`src/tic_pkg.sv`:
```
// package for the two-channel timer interrupt and count control block
// assumes an ahb-lite register bus with 32-bit words and one clock
package tic_pkg;
  localparam int TIC_NCH = 2;
  localparam int TIC_NSRC = 6;
  // register byte offsets
  localparam logic [7:0] TIC_OFS_START = 8'h00;
  localparam logic [7:0] TIC_OFS_CTRL0 = 8'h10;
  localparam logic [7:0] TIC_OFS_CNT0 = 8'h14;
  localparam logic [7:0] TIC_OFS_PER0 = 8'h18;
  localparam logic [7:0] TIC_OFS_STAT0 = 8'h1C;
  localparam logic [7:0] TIC_OFS_IEN0 = 8'h20;
  localparam logic [7:0] TIC_OFS_ICTL0 = 8'h24;
  localparam logic [7:0] TIC_OFS_CMPB0 = 8'h28;
  localparam logic [7:0] TIC_CH_STRIDE = 8'h20;
  localparam logic [7:0] TIC_OFS_IRQST = 8'h50;
  localparam logic [7:0] TIC_OFS_IRQMSK = 8'h54;
  // start/stop register: start bits [1:0], stop-select bits [5:4]
  localparam int TIC_START_LSB = 0;
  localparam int TIC_SEL_LSB = 4;
  // control register fields
  localparam int TIC_CCLR_LSB = 0;
  localparam int TIC_TCK_LSB = 4;
  localparam int TIC_POUT_BIT = 8;
  // interrupt control: priority [2:0], request flag [3]
  localparam int TIC_IR_BIT = 3;
  // status bits: 0 cmp a, 1 cmp b, 4 overflow, 5 reads as one
  localparam int TIC_ST_CMPA = 0;
  localparam int TIC_ST_CMPB = 1;
  localparam int TIC_ST_OVF = 4;
  localparam int TIC_ST_FIXED = 5;
  localparam logic [2:0] TIC_CCLR_PER = 3'h1;
  localparam logic [2:0] TIC_CCLR_CMPB = 3'h2;
  localparam logic [2:0] TIC_CCLR_SYNC = 3'h3;
  localparam logic [2:0] TIC_CCLR_CMPC = 3'h5;
  localparam logic [2:0] TIC_CCLR_CMPD = 3'h6;
  localparam logic [2:0] TIC_TCK_FOSC = 3'h6;
  localparam logic [15:0] TIC_CNT_ZERO = 16'h0000;
  localparam logic [15:0] TIC_CNT_ONE = 16'h0001;
  localparam logic [15:0] TIC_CNT_MAX = 16'hFFFF;
  localparam logic [1:0] TIC_HTRANS_NONSEQ = 2'h2;
  localparam logic [2:0] TIC_HSIZE_WORD = 3'h2;
  typedef enum logic [1:0] {TIC_ST_IDLE = 2'b00, TIC_ST_ACC = 2'b01} tic_bus_t;
endpackage : tic_pkg

```
`src/tic_timer_irq_ctrl.sv`:
```
// How it works
// - each channel gathers four sources (six status bits) into one request flag and priority field.
// - request flag is one while any enabled status flag is one.
// - request flag falls once no enabled status flag remains; nothing latched.
// - request stays high while another enabled source still stands.
// - acknowledge leaves status flags alone; software clears them.
// - status flag clears only on writing zero after reading it as one.
// - status register shows which enabled source raised the request.
// - acceptance uses global flag, request, priority level and processor level.
// - with stop-select zero, writing start zero is ignored.
// - with stop-select zero, period match clears start bit, and clears counter only under clear source code 1.
// - software stop needs stop-select one first, start zero in a later write.
// - software stop holds each output pin at its prior level.
// - period-match stop holds the level set by that match.
// - hardware clear beats a coinciding counter write; counter becomes zero.
// - clear source codes 1 period, 2 cmp b, 3 sync, 5 cmp c, 6 cmp d.
// - a read right after a write may return the old value.
// - count source code six selects the fast on-chip oscillator.
// file holds the complete block as an ahb-lite slave; count enables arrive as pins
// assumes count source ticks and fast oscillator tick are pulses from other clock logic
`timescale 1ns/1ps
`default_nettype none
module tic_timer_irq_ctrl #(
  parameter int CW = 16
) (
  input wire logic hclk, // 250 mhz clock
  input wire logic hresetn, // async reset, active low
  input wire logic hsel, // slave select
  input wire logic [31:0] haddr, // byte address
  input wire logic [1:0] htrans, // transfer type
  input wire logic hwrite, // write when high
  input wire logic [2:0] hsize, // transfer size
  input wire logic [31:0] hwdata, // write data
  input wire logic hready, // bus ready
  output logic [31:0] hrdata, // read data
  output logic hreadyout, // slave ready
  output logic hresp, // always okay
  input wire logic [6:0] src_tick, // count source ticks by select code, pins
  input wire logic [1:0] ext_src_b, // extra status sources c,d per channel pin
  input wire logic sync_clr, // synchronous clear request pin
  input wire logic glob_ie, // global interrupt enable flag
  input wire logic [2:0] processor_priority_level, // current processor level
  input wire logic [1:0] irq_ack, // acknowledge pulse per channel
  output logic [1:0] irq_req, // accepted request per channel
  output logic [1:0] pwm_out, // timer output pin per channel
  output logic irq // summary interrupt level
);
  import tic_pkg::*;

  // pin vector layout: count sources 0..6, extra sources 7..8, sync clear 9
  localparam int PIN_EXT = 7;
  localparam int PIN_SYNC = 9;
  localparam int PIN_W = 10;

  // two-flop synchronisers on outside pins
  logic [PIN_W-1:0] pin_s1_r, pin_s2_r;
  always_ff @(posedge hclk or negedge hresetn) begin
    if (!hresetn) begin
      pin_s1_r <= '0;
      pin_s2_r <= '0;
    end else begin
      pin_s1_r <= {sync_clr, ext_src_b, src_tick};
      pin_s2_r <= pin_s1_r;
    end
  end
  logic [PIN_W-1:0] pin_d_r;
  always_ff @(posedge hclk or negedge hresetn) begin
    if (!hresetn) pin_d_r <= '0;
    else pin_d_r <= pin_s2_r;
  end
  logic [PIN_W-1:0] pin_rise;
  assign pin_rise = pin_s2_r & ~pin_d_r;

  function automatic logic [7:0] ch_ofs(input logic [7:0] base, input int ch);
    ch_ofs = base + (ch[0] ? TIC_CH_STRIDE : 8'h00);
  endfunction : ch_ofs

  // bus address phase capture
  logic wr_pend_r, rd_pend_r;
  logic [7:0] a_r;
  logic acc;
  assign acc = hsel && hready && htrans == TIC_HTRANS_NONSEQ;
  always_ff @(posedge hclk or negedge hresetn) begin
    if (!hresetn) begin
      wr_pend_r <= 1'b0;
      rd_pend_r <= 1'b0;
      a_r <= '0;
    end else begin
      wr_pend_r <= acc && hwrite;
      rd_pend_r <= acc && !hwrite;
      a_r <= haddr[7:0];
    end
  end
  assign hreadyout = 1'b1;
  assign hresp = 1'b0;

  logic [1:0] start_r, sel_r;
  logic [8:0] ctrl_r [TIC_NCH];
  logic [CW-1:0] cnt_r [TIC_NCH];
  logic [CW-1:0] per_r [TIC_NCH];
  logic [CW-1:0] cmpb_r [TIC_NCH];
  logic [TIC_NSRC-1:0] stat_r [TIC_NCH];
  logic [TIC_NSRC-1:0] seen_r [TIC_NCH];
  logic [TIC_NSRC-1:0] ien_r [TIC_NCH];
  logic [2:0] lvl_r [TIC_NCH];
  logic [1:0] ir_st_r, ir_msk_r;
  logic [1:0] pout_r;
  logic [1:0] ir_flag;

  logic wr_start;
  assign wr_start = wr_pend_r && a_r == TIC_OFS_START;

  for (genvar c = 0; c < TIC_NCH; c++) begin : g_ch
    logic [2:0] cclr, tck;
    logic tick, per_m, b_m, clr_hw, ovf, wr_cnt;
    logic [TIC_NSRC-1:0] ev;
    assign cclr = ctrl_r[c][TIC_CCLR_LSB +: 3];
    assign tck = ctrl_r[c][TIC_TCK_LSB +: 3];
    // source select, code six is fast oscillator
    assign tick = start_r[c] && (tck <= TIC_TCK_FOSC) && pin_rise[tck];
    assign per_m = tick && cnt_r[c] == per_r[c];
    assign b_m = tick && cnt_r[c] == cmpb_r[c];
    assign ovf = tick && cnt_r[c] == TIC_CNT_MAX && !per_m;
    always_comb begin
      case (cclr)
        TIC_CCLR_PER: clr_hw = per_m;
        TIC_CCLR_CMPB: clr_hw = b_m;
        TIC_CCLR_SYNC: clr_hw = pin_rise[PIN_SYNC];
        TIC_CCLR_CMPC, TIC_CCLR_CMPD: clr_hw = tick && pin_rise[PIN_EXT + c];
        default: clr_hw = 1'b0;
      endcase
    end
    assign wr_cnt = wr_pend_r && a_r == ch_ofs(TIC_OFS_CNT0, c);
    always_ff @(posedge hclk or negedge hresetn) begin
      if (!hresetn) cnt_r[c] <= CW'(TIC_CNT_ZERO);
      else if (clr_hw) cnt_r[c] <= CW'(TIC_CNT_ZERO);
      else if (wr_cnt) cnt_r[c] <= hwdata[CW-1:0];
      else if (tick) cnt_r[c] <= cnt_r[c] + CW'(TIC_CNT_ONE);
    end
    // pin changes on matches, or on a control write while stopped; no matches occur at stop
    // period match sets inactive level; it stays when stop-select is zero and the channel stops
    always_ff @(posedge hclk or negedge hresetn) begin
      if (!hresetn) pout_r[c] <= 1'b0;
      else if (per_m) pout_r[c] <= 1'b0;
      else if (b_m) pout_r[c] <= 1'b1;
      else if (wr_pend_r && a_r == ch_ofs(TIC_OFS_CTRL0, c) && !start_r[c])
        pout_r[c] <= hwdata[TIC_POUT_BIT];
    end
    assign ev = {1'b0, ovf, pin_rise[PIN_EXT + c], 1'b0, b_m, per_m};
    // clear needs a prior read of one; ack does not touch it
    always_ff @(posedge hclk or negedge hresetn) begin
      if (!hresetn) begin
        stat_r[c] <= '0;
        seen_r[c] <= '0;
      end else begin
        if (rd_pend_r && a_r == ch_ofs(TIC_OFS_STAT0, c)) seen_r[c] <= stat_r[c];
        if (wr_pend_r && a_r == ch_ofs(TIC_OFS_STAT0, c)) begin
          stat_r[c] <= ev | (stat_r[c] & ~(seen_r[c] & ~hwdata[TIC_NSRC-1:0]));
          seen_r[c] <= '0;
        end else begin
          stat_r[c] <= stat_r[c] | ev;
        end
      end
    end
    always_ff @(posedge hclk or negedge hresetn) begin
      if (!hresetn) begin
        ien_r[c] <= '0;
        lvl_r[c] <= '0;
        ctrl_r[c] <= '0;
        per_r[c] <= TIC_CNT_MAX;
        cmpb_r[c] <= TIC_CNT_MAX;
      end else if (wr_pend_r) begin
        if (a_r == ch_ofs(TIC_OFS_IEN0, c)) ien_r[c] <= hwdata[TIC_NSRC-1:0];
        if (a_r == ch_ofs(TIC_OFS_ICTL0, c)) lvl_r[c] <= hwdata[2:0];
        if (a_r == ch_ofs(TIC_OFS_CTRL0, c)) ctrl_r[c] <= hwdata[8:0];
        if (a_r == ch_ofs(TIC_OFS_PER0, c)) per_r[c] <= hwdata[CW-1:0];
        if (a_r == ch_ofs(TIC_OFS_CMPB0, c)) cmpb_r[c] <= hwdata[CW-1:0];
      end
    end
    assign ir_flag[c] = |(stat_r[c] & ien_r[c]);
    // acceptance by global flag and priority compare
    assign irq_req[c] = glob_ie && ir_flag[c] && lvl_r[c] > processor_priority_level;

  end

  // start zero obeyed only under a stop-select already one
  // period match stop when stop-select zero
  // source change relies on a stopped channel
  always_ff @(posedge hclk or negedge hresetn) begin
    if (!hresetn) begin
      start_r <= '0;
      sel_r <= '0;
    end else begin
      for (int c = 0; c < TIC_NCH; c++) begin
        if (wr_start && hwdata[TIC_START_LSB + c]) start_r[c] <= 1'b1;
        else if (wr_start && sel_r[c]) start_r[c] <= 1'b0;
        else if (!sel_r[c] && g_ch[0].per_m && c == 0) start_r[c] <= 1'b0;
        else if (!sel_r[c] && g_ch[1].per_m && c == 1) start_r[c] <= 1'b0;
        if (wr_start) sel_r[c] <= hwdata[TIC_SEL_LSB + c];
      end
    end
  end

  // summary interrupt: sticky per channel on request rise, write one clears
  logic [1:0] ir_d_r;
  always_ff @(posedge hclk or negedge hresetn) begin
    if (!hresetn) ir_d_r <= '0;
    else ir_d_r <= ir_flag;
  end
  always_ff @(posedge hclk or negedge hresetn) begin
    if (!hresetn) begin
      ir_st_r <= '0;
      ir_msk_r <= '0;
    end else begin
      // set wins over the write-one clear
      if (wr_pend_r && a_r == TIC_OFS_IRQST)
        ir_st_r <= (ir_st_r & ~hwdata[1:0]) | (ir_flag & ~ir_d_r);
      else ir_st_r <= ir_st_r | (ir_flag & ~ir_d_r);
      if (wr_pend_r && a_r == TIC_OFS_IRQMSK) ir_msk_r <= hwdata[1:0];
    end
  end
  assign irq = |(ir_st_r & ir_msk_r);
  assign pwm_out = pout_r;

  // status read shows sources; reads see registers one cycle late
  // wait before oscillator stop is software's, nothing held here
  always_comb begin
    hrdata = '0;
    case (a_r)
      TIC_OFS_START: hrdata = {26'h0, sel_r, 2'h0, start_r};
      TIC_OFS_IRQST: hrdata = {30'h0, ir_st_r};
      TIC_OFS_IRQMSK: hrdata = {30'h0, ir_msk_r};
      default: begin
        for (int c = 0; c < TIC_NCH; c++) begin
          if (a_r == ch_ofs(TIC_OFS_CTRL0, c)) hrdata = {23'h0, ctrl_r[c]};
          if (a_r == ch_ofs(TIC_OFS_CNT0, c)) hrdata = {16'h0, cnt_r[c]};
          if (a_r == ch_ofs(TIC_OFS_PER0, c)) hrdata = {16'h0, per_r[c]};
          if (a_r == ch_ofs(TIC_OFS_CMPB0, c)) hrdata = {16'h0, cmpb_r[c]};
          if (a_r == ch_ofs(TIC_OFS_IEN0, c)) hrdata = {26'h0, ien_r[c]};
          if (a_r == ch_ofs(TIC_OFS_ICTL0, c))
            hrdata = {28'h0, ir_flag[c], lvl_r[c]};
          if (a_r == ch_ofs(TIC_OFS_STAT0, c))
            hrdata = {26'h0, stat_r[c] | (TIC_NSRC'(1) << TIC_ST_FIXED)};
        end
      end
    endcase
  end
endmodule : tic_timer_irq_ctrl
`default_nettype wire

```
`config.mk`:
```
export PLATFORM = sky130hd
export DESIGN_NAME = tic_timer_irq_ctrl
export DESIGN_NICKNAME = d
export VERILOG_FILES = /design/src/tic_pkg.sv /design/src/tic_timer_irq_ctrl.sv
export SDC_FILE = /design/constraint.sdc
export NUM_CORES = 1
export LEC_CHECK = 0
export BUFFER_PORTS_ARGS = -buffer_cell sky130_fd_sc_hd__buf_2
export CORE_MARGIN = 1
export CORE_UTILIZATION = 55
export DETAILED_ROUTE_END_ITERATION = 8
export PLACE_DENSITY_LB_ADDON = 0.15
export RECOVER_POWER = 25
export SLEW_MARGIN = 25
export SYNTH_ARGS = -nofsm -noshare
export SYNTH_HDL_FRONTEND = slang
export SYNTH_SLANG_ARGS = --single-unit
```
`constraint.sdc`:
```
create_clock -name hclk -period 3.2 [get_ports hclk]
set_input_delay 0.32 -clock hclk [delete_from_list [all_inputs] [get_ports hclk]]
set_output_delay 0.32 -clock hclk [all_outputs]
set_load 0.02 [all_outputs]
```
# Word-level counts from Yosys, hierarchy flattened
# Index checks and enable logic that the tools add are counted.
word_totals:
  inputBits: 90
  output_inout_bits: 39
  word_cells: 211
  ff_bits: 208
op_classes:
  n_mux: 46
  reduce_logical: 72
  addsub: 2
  bitwise_logic: 22
  order_cmp: 6
  n_eq_ne: 33
ops:
  columns: ["op", "n"]
  rows:
  - ["$mux W32", 13]
  - ["$mux W16", 6]
  - ["$pmux W32 S3", 1]
  - ["$eq A16 B16 Y1", 4]
  - ["$eq A8 B6 Y1 const B", 7]
  - ["$logic_and A1 B1 Y1", 41]
  - ["$eq A8 B7 Y1 const B", 5]
  - ["$and A6 B6 Y6", 6]
  - ["$mux W6", 6]
  - ["$add A16 B1 Y16 const B", 2]
  - ["$eq A16 B16 Y1 const B", 2]
  - ["$eq A8 B5 Y1 const B", 4]
  - ["$reduce_and A2 Y1", 10]
  - ["$not A6 Y6", 3]
  - ["$reduce_bool A3 Y1", 6]
  - ["$mux W1", 14]
  - ["$eq A3 B2 Y1 const B", 4]
  - ["$eq A3 B3 Y1 const B", 4]
  - ["$or A5 B6 Y6", 2]
  - ["$or A6 B5 Y6", 2]
  - ["$reduce_or A6 Y1", 2]
  - ["$and A10 B10 Y10", 1]
  - ["$lt A3 B5 Y1 const B", 2]
  - ["$not A10 Y10", 1]
  - ["15 further kinds", 33]

# Depth between registers and ports, before layout
# Gate-level depths: netlist of run 1.
depth:
  depth_word: 16
  mapped_depth: 9
  mapped_depth_nobuf: 7

# Least setup slack after synthesis of run 1
# OpenSTA, ideal clock, no wires.
synth_timing:
  kind: "flip-flop to output port"
  start: "register a_r[6]"
  end: "output port hrdata[5]"
  slack_ns: 0.611
  t_arrival_ns: 2.269
  path_stages_with_launch: 9
  path_buffers: 3
  required_time_ns: 2.880
  cell_sequence: "dfrtp_1 buf_2 or4b_1 clkbuf_1 or3_1 clkbuf_1 o211ai_1 a211oi_1 o21ai_0"
synth_between:
  elab_chain_cells: 16
  word_cells_on_any_way: 32
  cone_classes: "16 x eq/ne; 15 x mux; 1 x reduce/logical"
synth_rtl:
  columns: ["element", "line_no", "rtl"]
  rows:
  - ["start, declared", "tic_timer_irq_ctrl.sv:80", "logic [7:0] a_r;"]
  - ["start signal, assigned", "tic_timer_irq_ctrl.sv:91", "a_r <= haddr[7:0];"]
  - ["$eq A8 B5 Y1", "tic_timer_irq_ctrl.sv:235", "if (a_r == ch_ofs(TIC_OFS_CTRL0, c)) hrdata = {23'h0, ctrl_r[c]};"]
  - ["$mux W9", "tic_timer_irq_ctrl.sv:235", null]
  - ["$mux W32", "tic_timer_irq_ctrl.sv:236", "if (a_r == ch_ofs(TIC_OFS_CNT0, c)) hrdata = {16'h0, cnt_r[c]};"]
  - ["$mux W32", "tic_timer_irq_ctrl.sv:237", "if (a_r == ch_ofs(TIC_OFS_PER0, c)) hrdata = {16'h0, per_r[c]};"]
  - ["$mux W32", "tic_timer_irq_ctrl.sv:238", "if (a_r == ch_ofs(TIC_OFS_CMPB0, c)) hrdata = {16'h0, cmpb_r[c]};"]
  - ["$mux W32", "tic_timer_irq_ctrl.sv:239", "if (a_r == ch_ofs(TIC_OFS_IEN0, c)) hrdata = {26'h0, ien_r[c]};"]
  - ["$mux W32", "tic_timer_irq_ctrl.sv:240", "if (a_r == ch_ofs(TIC_OFS_ICTL0, c))"]
  - ["$mux W32", "tic_timer_irq_ctrl.sv:242", "if (a_r == ch_ofs(TIC_OFS_STAT0, c))"]
  - ["$mux W32", "tic_timer_irq_ctrl.sv:235", null]
  - ["$mux W32", "tic_timer_irq_ctrl.sv:236", null]
  - ["$mux W32", "tic_timer_irq_ctrl.sv:237", null]
  - ["$mux W32", "tic_timer_irq_ctrl.sv:238", null]
  - ["$mux W32", "tic_timer_irq_ctrl.sv:239", null]
  - ["$mux W32", "tic_timer_irq_ctrl.sv:240", null]
  - ["$mux W32", "tic_timer_irq_ctrl.sv:242", null]
  - ["$pmux W32 S3 (*)", "tic_timer_irq_ctrl.sv:229", "case (a_r)"]
  - ["end, declared", "tic_timer_irq_ctrl.sv:35", "output logic [31:0] hrdata,"]
# Every way passes the cells marked *; elsewhere a longest branch is shown, timed or not.

# Worst setup path in the final report of run 1
layout_timing:
  start: "register a_r[3]"
  end: "output port hrdata[3]"
# Same word-level chain as after synthesis.

==> impl_results.md, run 1 <==
* FFs w/ async S/R, synth at 1.000
* Iter 0 DRT Violations at 578
* Outcome: finished, violations left
* CP required at 2.88 ns
* Diodes inserted at 0
* Post-placement cell count at 1391
* Gp weighted congestion at 0.9241
* Pin count of the biggest net entering global routing at 84
* RSZ-0062 raised after global routing: yes
* Hpwl dp at 23.36 mm
* Remaining antenna violation count at 0
* Data arrival time of the critical path at 2.84 ns
* Worst-Skew Late Latency at 0.52 ns
* Fraction of layout cells with a size suffix above 1 at 0.2970
* Area growth, synth to finish at 14.23%
* Ys Warns at 0
* Reg-to-reg startpoint: a_r[2]
* Via count of the first global-routing pass at 8994
* Synth Register Bits at 208
* Grt total ovfl at 0
* R2R setup slack at 0.43 ns
* Layout Nets at 1267
* Worst Hold Launch: hready
* Setup TNS at 0 ns
* Worst setup EP type: output pin
* Total Wirelength at 32.77 mm
* Wirelength per Cell at 22.52 um
* Critical Path Slowest Stage Cell: or3_1
* CTS tree: built
* H-tree levels at 1
* Hold depth at 2
* HP Class: in2reg
* Reg2Reg Depth at 7
* Post-synthesis area per instance at 10.40 sq um
* Die area at 0.02137 sq mm
* Chip Height at 146.2 um
* Root buf cell: clkbuf_16
* Number of synthesized flops with an enable pin at 0
* Non-filler cells, final at 1455
* Cell Pwr Density at 488.2 mW/mm^2
* Fin Clk Skew at 0.01791 ns
* VDD IR-drop max at 0.4733 mV
* Sink Count at 208
* First-pass GRT wire length at 51.30 mm
* Post-route DRC at 0
* CP max FO at 14
* Vias at 8843
* Site Rows at 52
* Endpoints failing setup at 0
* Total Routing Usage GR at 0.3125
* Seq/Total Area, Yosys at 0.4623
* CP Cell Sequence: or3_1 > a2111oi_1 > nor2_1 > and3_1 > a211o_1 > buf_2
* Worst path max stage delay at 0.55 ns
* Hold Path End: wr_pend_r
* Max Freq at 316.5 MHz
* Post-synthesis instance area at 0.01143 sq mm
* # fillers at 1639
* Input/output buffers at 65
* Crit path kind: reg2out
* Failing checks: capacitance limit, slew limit
* Core area at 0.02030 sq mm
* Post-route minimum period at 3.159 ns
* Via/cell ratio at 6.078
* Maximum clock path buffer count at 3
* Clock Pin Slew Worst Setup and Hold Paths at 0.06 ns
* Worst-margin pin slew at 2.079 ns
* Worst rel slew slack at -0.3862
* Final Max Tran Viols at 83
* Drt first pass iters at 7
* Initial antenna violation count at 0
* P_leak at 5.370 nW
* Yosys cell types at 82
* Mapped Cells at 1099
* Io pins at 129
* Reported max-cap violation count at 1
* Effective utilization at floorplan at 0.5632
* Width of the die at 146.2 um
* R2R Path End: pwm_out[1]
* CP Launch Type: flip-flop
* Ys flop type: dfrtp_1
* Final Hold Vio Count at 0
* Num CTS Buffers at 23
* Period utilisation layout at 0.9873
[logic make-up (layout without fill, tap and decap cells)]
kind of cell / Yosys count / in the layout / synth area share
mux: 110 / 110 / 0.1089
simple gates: 322 / 322 / 0.1520
flops: 208 / 208 / 0.4623
xor+xnor: 95 / 95 / 0.07278
other cells: 2 / 18 / 0.0006569
buf+inv: 123 / 193 / 0.04980
fa+ha+maj: 8 / 8 / 0.008756
compound gates: 231 / 231 / 0.1448
[repair_timing]
action                                  in CTS  in global routing
buffers inserted                             0                  4
hold buffers                                19                  0
pin swaps                                    1                  2
endpoints found under the setup margin       7                 14
hold endpoints to repair                    88                  0
gates resized for setup                      6                 15
[metal layers]
metal,routed length [um],track usage
met5,0,0
met3,1844,0.05531
met4,954,0.09010
met1,14790,0.4318
met2,15180,0.5055
[how the worst max path moves through the flow]
stage | from | slack [ns] | to
after global routing | a_r[3] | -0.07 | hrdata[3]
final | a_r[3] | 0.04 | hrdata[3]
after global placement | a_r[7] | 0.30 | hrdata[4]
after detailed placement | a_r[7] | 0.29 | hrdata[4]
after floorplan | a_r[6] | 0.61 | hrdata[5]
after CTS | a_r[7] | -0.001 | hrdata[4]
[cell usage after synthesis (all sizes together), types with 8 or more instances]
| cell type | n | area, sq um |
|---|---|---|
| a2111oi | 17 | 181.4 |
| a211oi | 19 | 142.6 |
| a21oi | 19 | 95.09 |
| a22oi | 31 | 232.7 |
| a31oi | 21 | 146.4 |
| buf | 45 | 276.5 |
| clkbuf | 54 | 202.7 |
| dfrtp | 144 | 3603 |
| dfstp | 64 | 1682 |
| ha | 8 | 100.1 |
| inv | 24 | 90.09 |
| mux2 | 95 | 1070 |
| mux2i | 13 | 130.1 |
| nand2 | 81 | 309.0 |
| nand3 | 28 | 140.1 |
| nand4 | 17 | 112.6 |
| nor2 | 84 | 327.8 |
| nor2b | 24 | 150.1 |
| nor3 | 19 | 131.4 |
| nor4 | 15 | 100.1 |
| o211ai | 9 | 81.33 |
| o21ai | 57 | 289.0 |
| o22ai | 13 | 81.33 |
| xnor2 | 55 | 481.7 |
| xor2 | 40 | 350.3 |
[report_power, final]
| part | switching [W] | internal [W] |
|---|---|---|
| combinational | 0.000346 | 0.000292 |
| sequential | 0.000213 | 0.00279 |
| clock | 0.00109 | 0.00164 |
[registers in the layout, indices dropped and copies added (netlist names)]
| signal | flops |
|---|---|
| cmpb_r | 32 |
| cnt_r | 32 |
| per_r | 32 |
| ctrl_r | 18 |
| ien_r | 12 |
| seen_r | 12 |
| stat_r | 12 |
| pin_d_r | 10 |
| pin_s1_r | 10 |
| pin_s2_r | 10 |
| a_r | 8 |
| lvl_r | 6 |
| ir_d_r | 2 |
| ir_msk_r | 2 |
| ir_st_r | 2 |
| pwm_out | 2 |
| sel_r | 2 |
| start_r | 2 |
| rd_pend_r | 1 |
| wr_pend_r | 1 |
[through the flow]
stage	hold WS [ns]	total power, W	instance area (sq um)	worst slack (ns)	utilization
CTS	0.05892	0.006395	12990	-0.001394	0.6399
global placement	0.3312	0.003631	12000	0.2999	0.5910
finish	0.06641	0.006375	13060	0.04052	0.6433
global route	0.08424	0.006578	13060	-0.07220	0.6433
detailed placement	0.3358	0.003647	12000	0.2870	0.5910
floorplan	0.02441	0.003396	11490	0.6110	-
[area by class of cell]
| type | count | area (sq um) | share of cell area |
|---|---|---|---|
| tap | 270 | 337.8 | 0.02587 |
| clock buffer | 37 | 730.7 | 0.05595 |
| timing repair buffer | 128 | 858.3 | 0.06573 |
| clock inverter | 4 | 48.80 | 0.003737 |
| inverter | 24 | 90.09 | 0.006899 |
| multi-input combinational | 784 | 5703 | 0.4367 |
| sequential | 208 | 5290 | 0.4051 |
[worst max-delay path: cells and delay by family (launching register included)]
| kind | cells | cell delay [ns] |
|---|---|---|
| AND/OR/NAND/NOR | 3 | 0.92 |
| AO/OA/AOI/OAI | 2 | 0.71 |
| flip-flops | 1 | 0.52 |
| buffers and inverters | 1 | 0.16 |
[layout by cell type (no fill, tap or decap), drive strengths merged, types with 4 or more instances in the layout]
master       Yosys  routed
or4b             6       6
xnor2           55      55
or3              4       4
nor3            19      19
or2              4       4
a211oi          19      19
mux2            95      95
nor2            84      84
nor4b            6       6
dfstp           64      64
o22ai           13      13
inv             24      25
a2111oi         17      17
a22o             4       4
clkbuf          54      38
conb             2      18
nand4           17      17
o2111ai          6       6
o21a             4       4
a21o             6       6
a31oi           21      21
a22oi           31      31
dfrtp          144     144
nand3           28      28
mux2i           13      13
nor2b           24      24
and3             7       7
nand2           81      81
nor4            15      15
o211ai           9       9
nand2b           7       7
or4bb            4       4
o31a             4       4
a21oi           19      19
buf             45     108
o21ai           57      57
ha               8       8
xor2            40      40
dlygate4sd3      0      19
No activity file was read; power rests on OpenSTA's default activity.
==> run 2, diff against run 1 <==
--- a/config.mk
+++ b/config.mk
@@ -9,7 +9,7 @@
 export CORE_MARGIN = 1
 export CORE_UTILIZATION = 55
 export DETAILED_ROUTE_END_ITERATION = 8
-export PLACE_DENSITY_LB_ADDON = 0.15
+export PLACE_DENSITY = 0.86
 export RECOVER_POWER = 25
 export SLEW_MARGIN = 25
 export SYNTH_ARGS = -nofsm -noshare
==> impl_results.md, run 2 (synthesis gave the netlist of run 1 again) <==
* Num CTS Buffers at 23
* Cell Pwr Density at 477.8 mW/mm^2
* Root buf cell: clkbuf_16
* HP Class: in2reg
* Worst rel slew slack at -0.6893
* Final Max Tran Viols at 100
* Pin count of the biggest net entering global routing at 102
* Most common cell after layout, fill and taps aside: dfrtp_1
* Period utilisation layout at 0.9771
* CP Launch Type: flip-flop
* Reported max-cap violation count at 1
* Core area at 0.02030 sq mm
* Diodes inserted at 0
* Area growth, synth to finish at 13.51%
* Post-route minimum period at 3.127 ns
* Bufs and invs on worst path at 2
* Clock Pin Slew Worst Setup and Hold Paths at 0.06 ns
* Die area at 0.02137 sq mm
* Gp weighted congestion at 0.9764
* Psw at 0.001624 W
* Max Freq at 319.8 MHz
* Non-filler cells, final at 1449
* Width of the die at 146.2 um
* Crit path kind: reg2out
* Initial antenna violation count at 0
* Failing checks: capacitance limit, slew limit
* Design Power at 0.006201 W
* Clock power frac at 0.412
* Io pins at 129
* Worst setup EP type: output pin
* Total Wirelength at 32.15 mm
* Iter 0 DRT Violations at 841
* Remaining antenna violation count at 0
* Largest regs: cmpb_r: 32 flops, cnt_r: 32 flops, per_r: 32 flops
* Most frequent cells in the layout: dfrtp_1, mux2_2, nor2_1, nand2_1
* Final Hold Vio Count at 0
* P_leak at 5.316 nW
* H-tree levels at 1
* CTS tree: built
* Wirelength per Cell at 22.18 um
* CP Cell Sequence: buf_4 > or4b_4 > nor2_1 > nand3_1 > o221ai_1 > a31oi_1 > o22a_1 > buf_2
* Effective utilization at floorplan at 0.5632
* Worst setup path startpoint: a_r[4]
* Worst path max stage delay at 0.60 ns
* Crit-path leading delay family: simple AND/OR/NAND/NOR gates
* Worst-margin pin slew at 2.534 ns
* VDD IR-drop max at 0.4130 mV
* Layout Nets at 1260
* Input/output buffers at 65
* Via/cell ratio at 6.346
* Setup TNS at 0 ns
* Grt total ovfl at 0
* Hpwl dp at 22.68 mm
* Total Routing Usage GR at 0.3019
* Endpoints failing setup at 0
* Reg-to-reg startpoint: cnt_r[28]
* Worst Hold Launch: hready
* Data arrival time of the critical path at 2.81 ns
* Post-route DRC at 0
* Fraction of layout cells with a size suffix above 1 at 0.2960
* Chip Height at 146.2 um
* Part of the power in combinational logic at 0.103
* Vias at 9195
* CP required at 2.88 ns
* Register share of total power at 0.484
* Fin Clk Skew at 0.01623 ns
* Drt first pass iters at 7
* Post-placement cell count at 1385
* Worst-Skew Late Latency at 0.52 ns
* Switch share at 0.2620
* Worst Hold Slack at 0.08356 ns
* Site Rows at 52
* Outcome: finished, violations left
* First-pass GRT wire length at 50.20 mm
* Pint at 0.004576 W
* CP max FO at 5
* Maximum clock path buffer count at 3
* Critical Path Slowest Stage Cell: or4b_4
* Sink Count at 208
* Via count of the first global-routing pass at 9095
-- run 2: changes by cell type in the layout (fill, tap and decap cells not counted), moves of 2 or more --
cell,change
buf_4,-8
a2111oi_1,-2
a2111oi_2,+2
clkbuf_16,-2
nand2_1,-2
nand2_2,+2
o21ai_0,+2
-- run 2: worst reg2reg max path, delay by kind of cell (launching register included) --
family	cells	cell delay (ns)
and+or+nand+nor	3	1.35
AOI/OAI and AO/OA	2	0.67
DFF	1	0.47
xor gates and xnor gates	1	0.20
-- run 2: worst paths after layout --
kind	end	cells past startpoint	slack, ns
hold / removal	wr_pend_r	2	0.08
setup reg to reg	cnt_r[31]	6	0.34
max in group asynchronous	cnt_r[0]	2	0.58
setup / recovery	hrdata[2]	8	0.07
hold reg to reg	pin_s2_r[9]	0	0.35
min in group asynchronous	pin_s1_r[3]	2	1.13
-- run 2: metal layers --
metal | wire length [um] | global-route usage | up-vias
met5 | 0 | 0 | -
met3 | 2544 | 0.04625 | 97
met4 | 1158 | 0.1240 | 0
met1 | 12930 | 0.4010 | 4566
li1 | - | - | 4057
met2 | 15510 | 0.4955 | 475
-- run 2: repair_timing --
item,in CTS,in global routing
buffers inserted,0,3
hold buffers,19,0
endpoints found under the hold margin,82,0
endpoints found under the setup margin,9,9
pin swaps,0,1
resized for setup,9,12
-- run 2: through the flow --
stage	setup slack (ns)	utilization	instance area, sq um
after global routing	-0.01043	0.6392	12980
after CTS	-0.01534	0.6363	12920
after floorplan	0.6110	-	11490
after global placement	0.4004	0.5894	11970
final	0.07317	0.6392	12980
after detailed placement	0.3585	0.5899	11970
-- run 2: area by class of cell --
cell class,count,area (sq um)
Tap cell,270,337.8
Sequential cell,208,5290
Clock inverter,5,30.03
Inverter,24,90.09
Multi-Input combinational cell,784,5712
Clock buffer,37,698.2
Timing Repair Buffer,121,818.3
Fill cell,1591,7323
-- run 2: power groups by stage --
stage / Combinational, W / Sequential (W) / Clock (W)
CTS: 0.000628 / 0.00299 / 0.00258
floorplan: 0.000496 / 0.00290 / 0
global route: 0.000692 / 0.00302 / 0.00268
finish: 0.000640 / 0.00300 / 0.00256
global placement: 0.000586 / 0.00302 / 0
detailed placement: 0.000604 / 0.00303 / 0
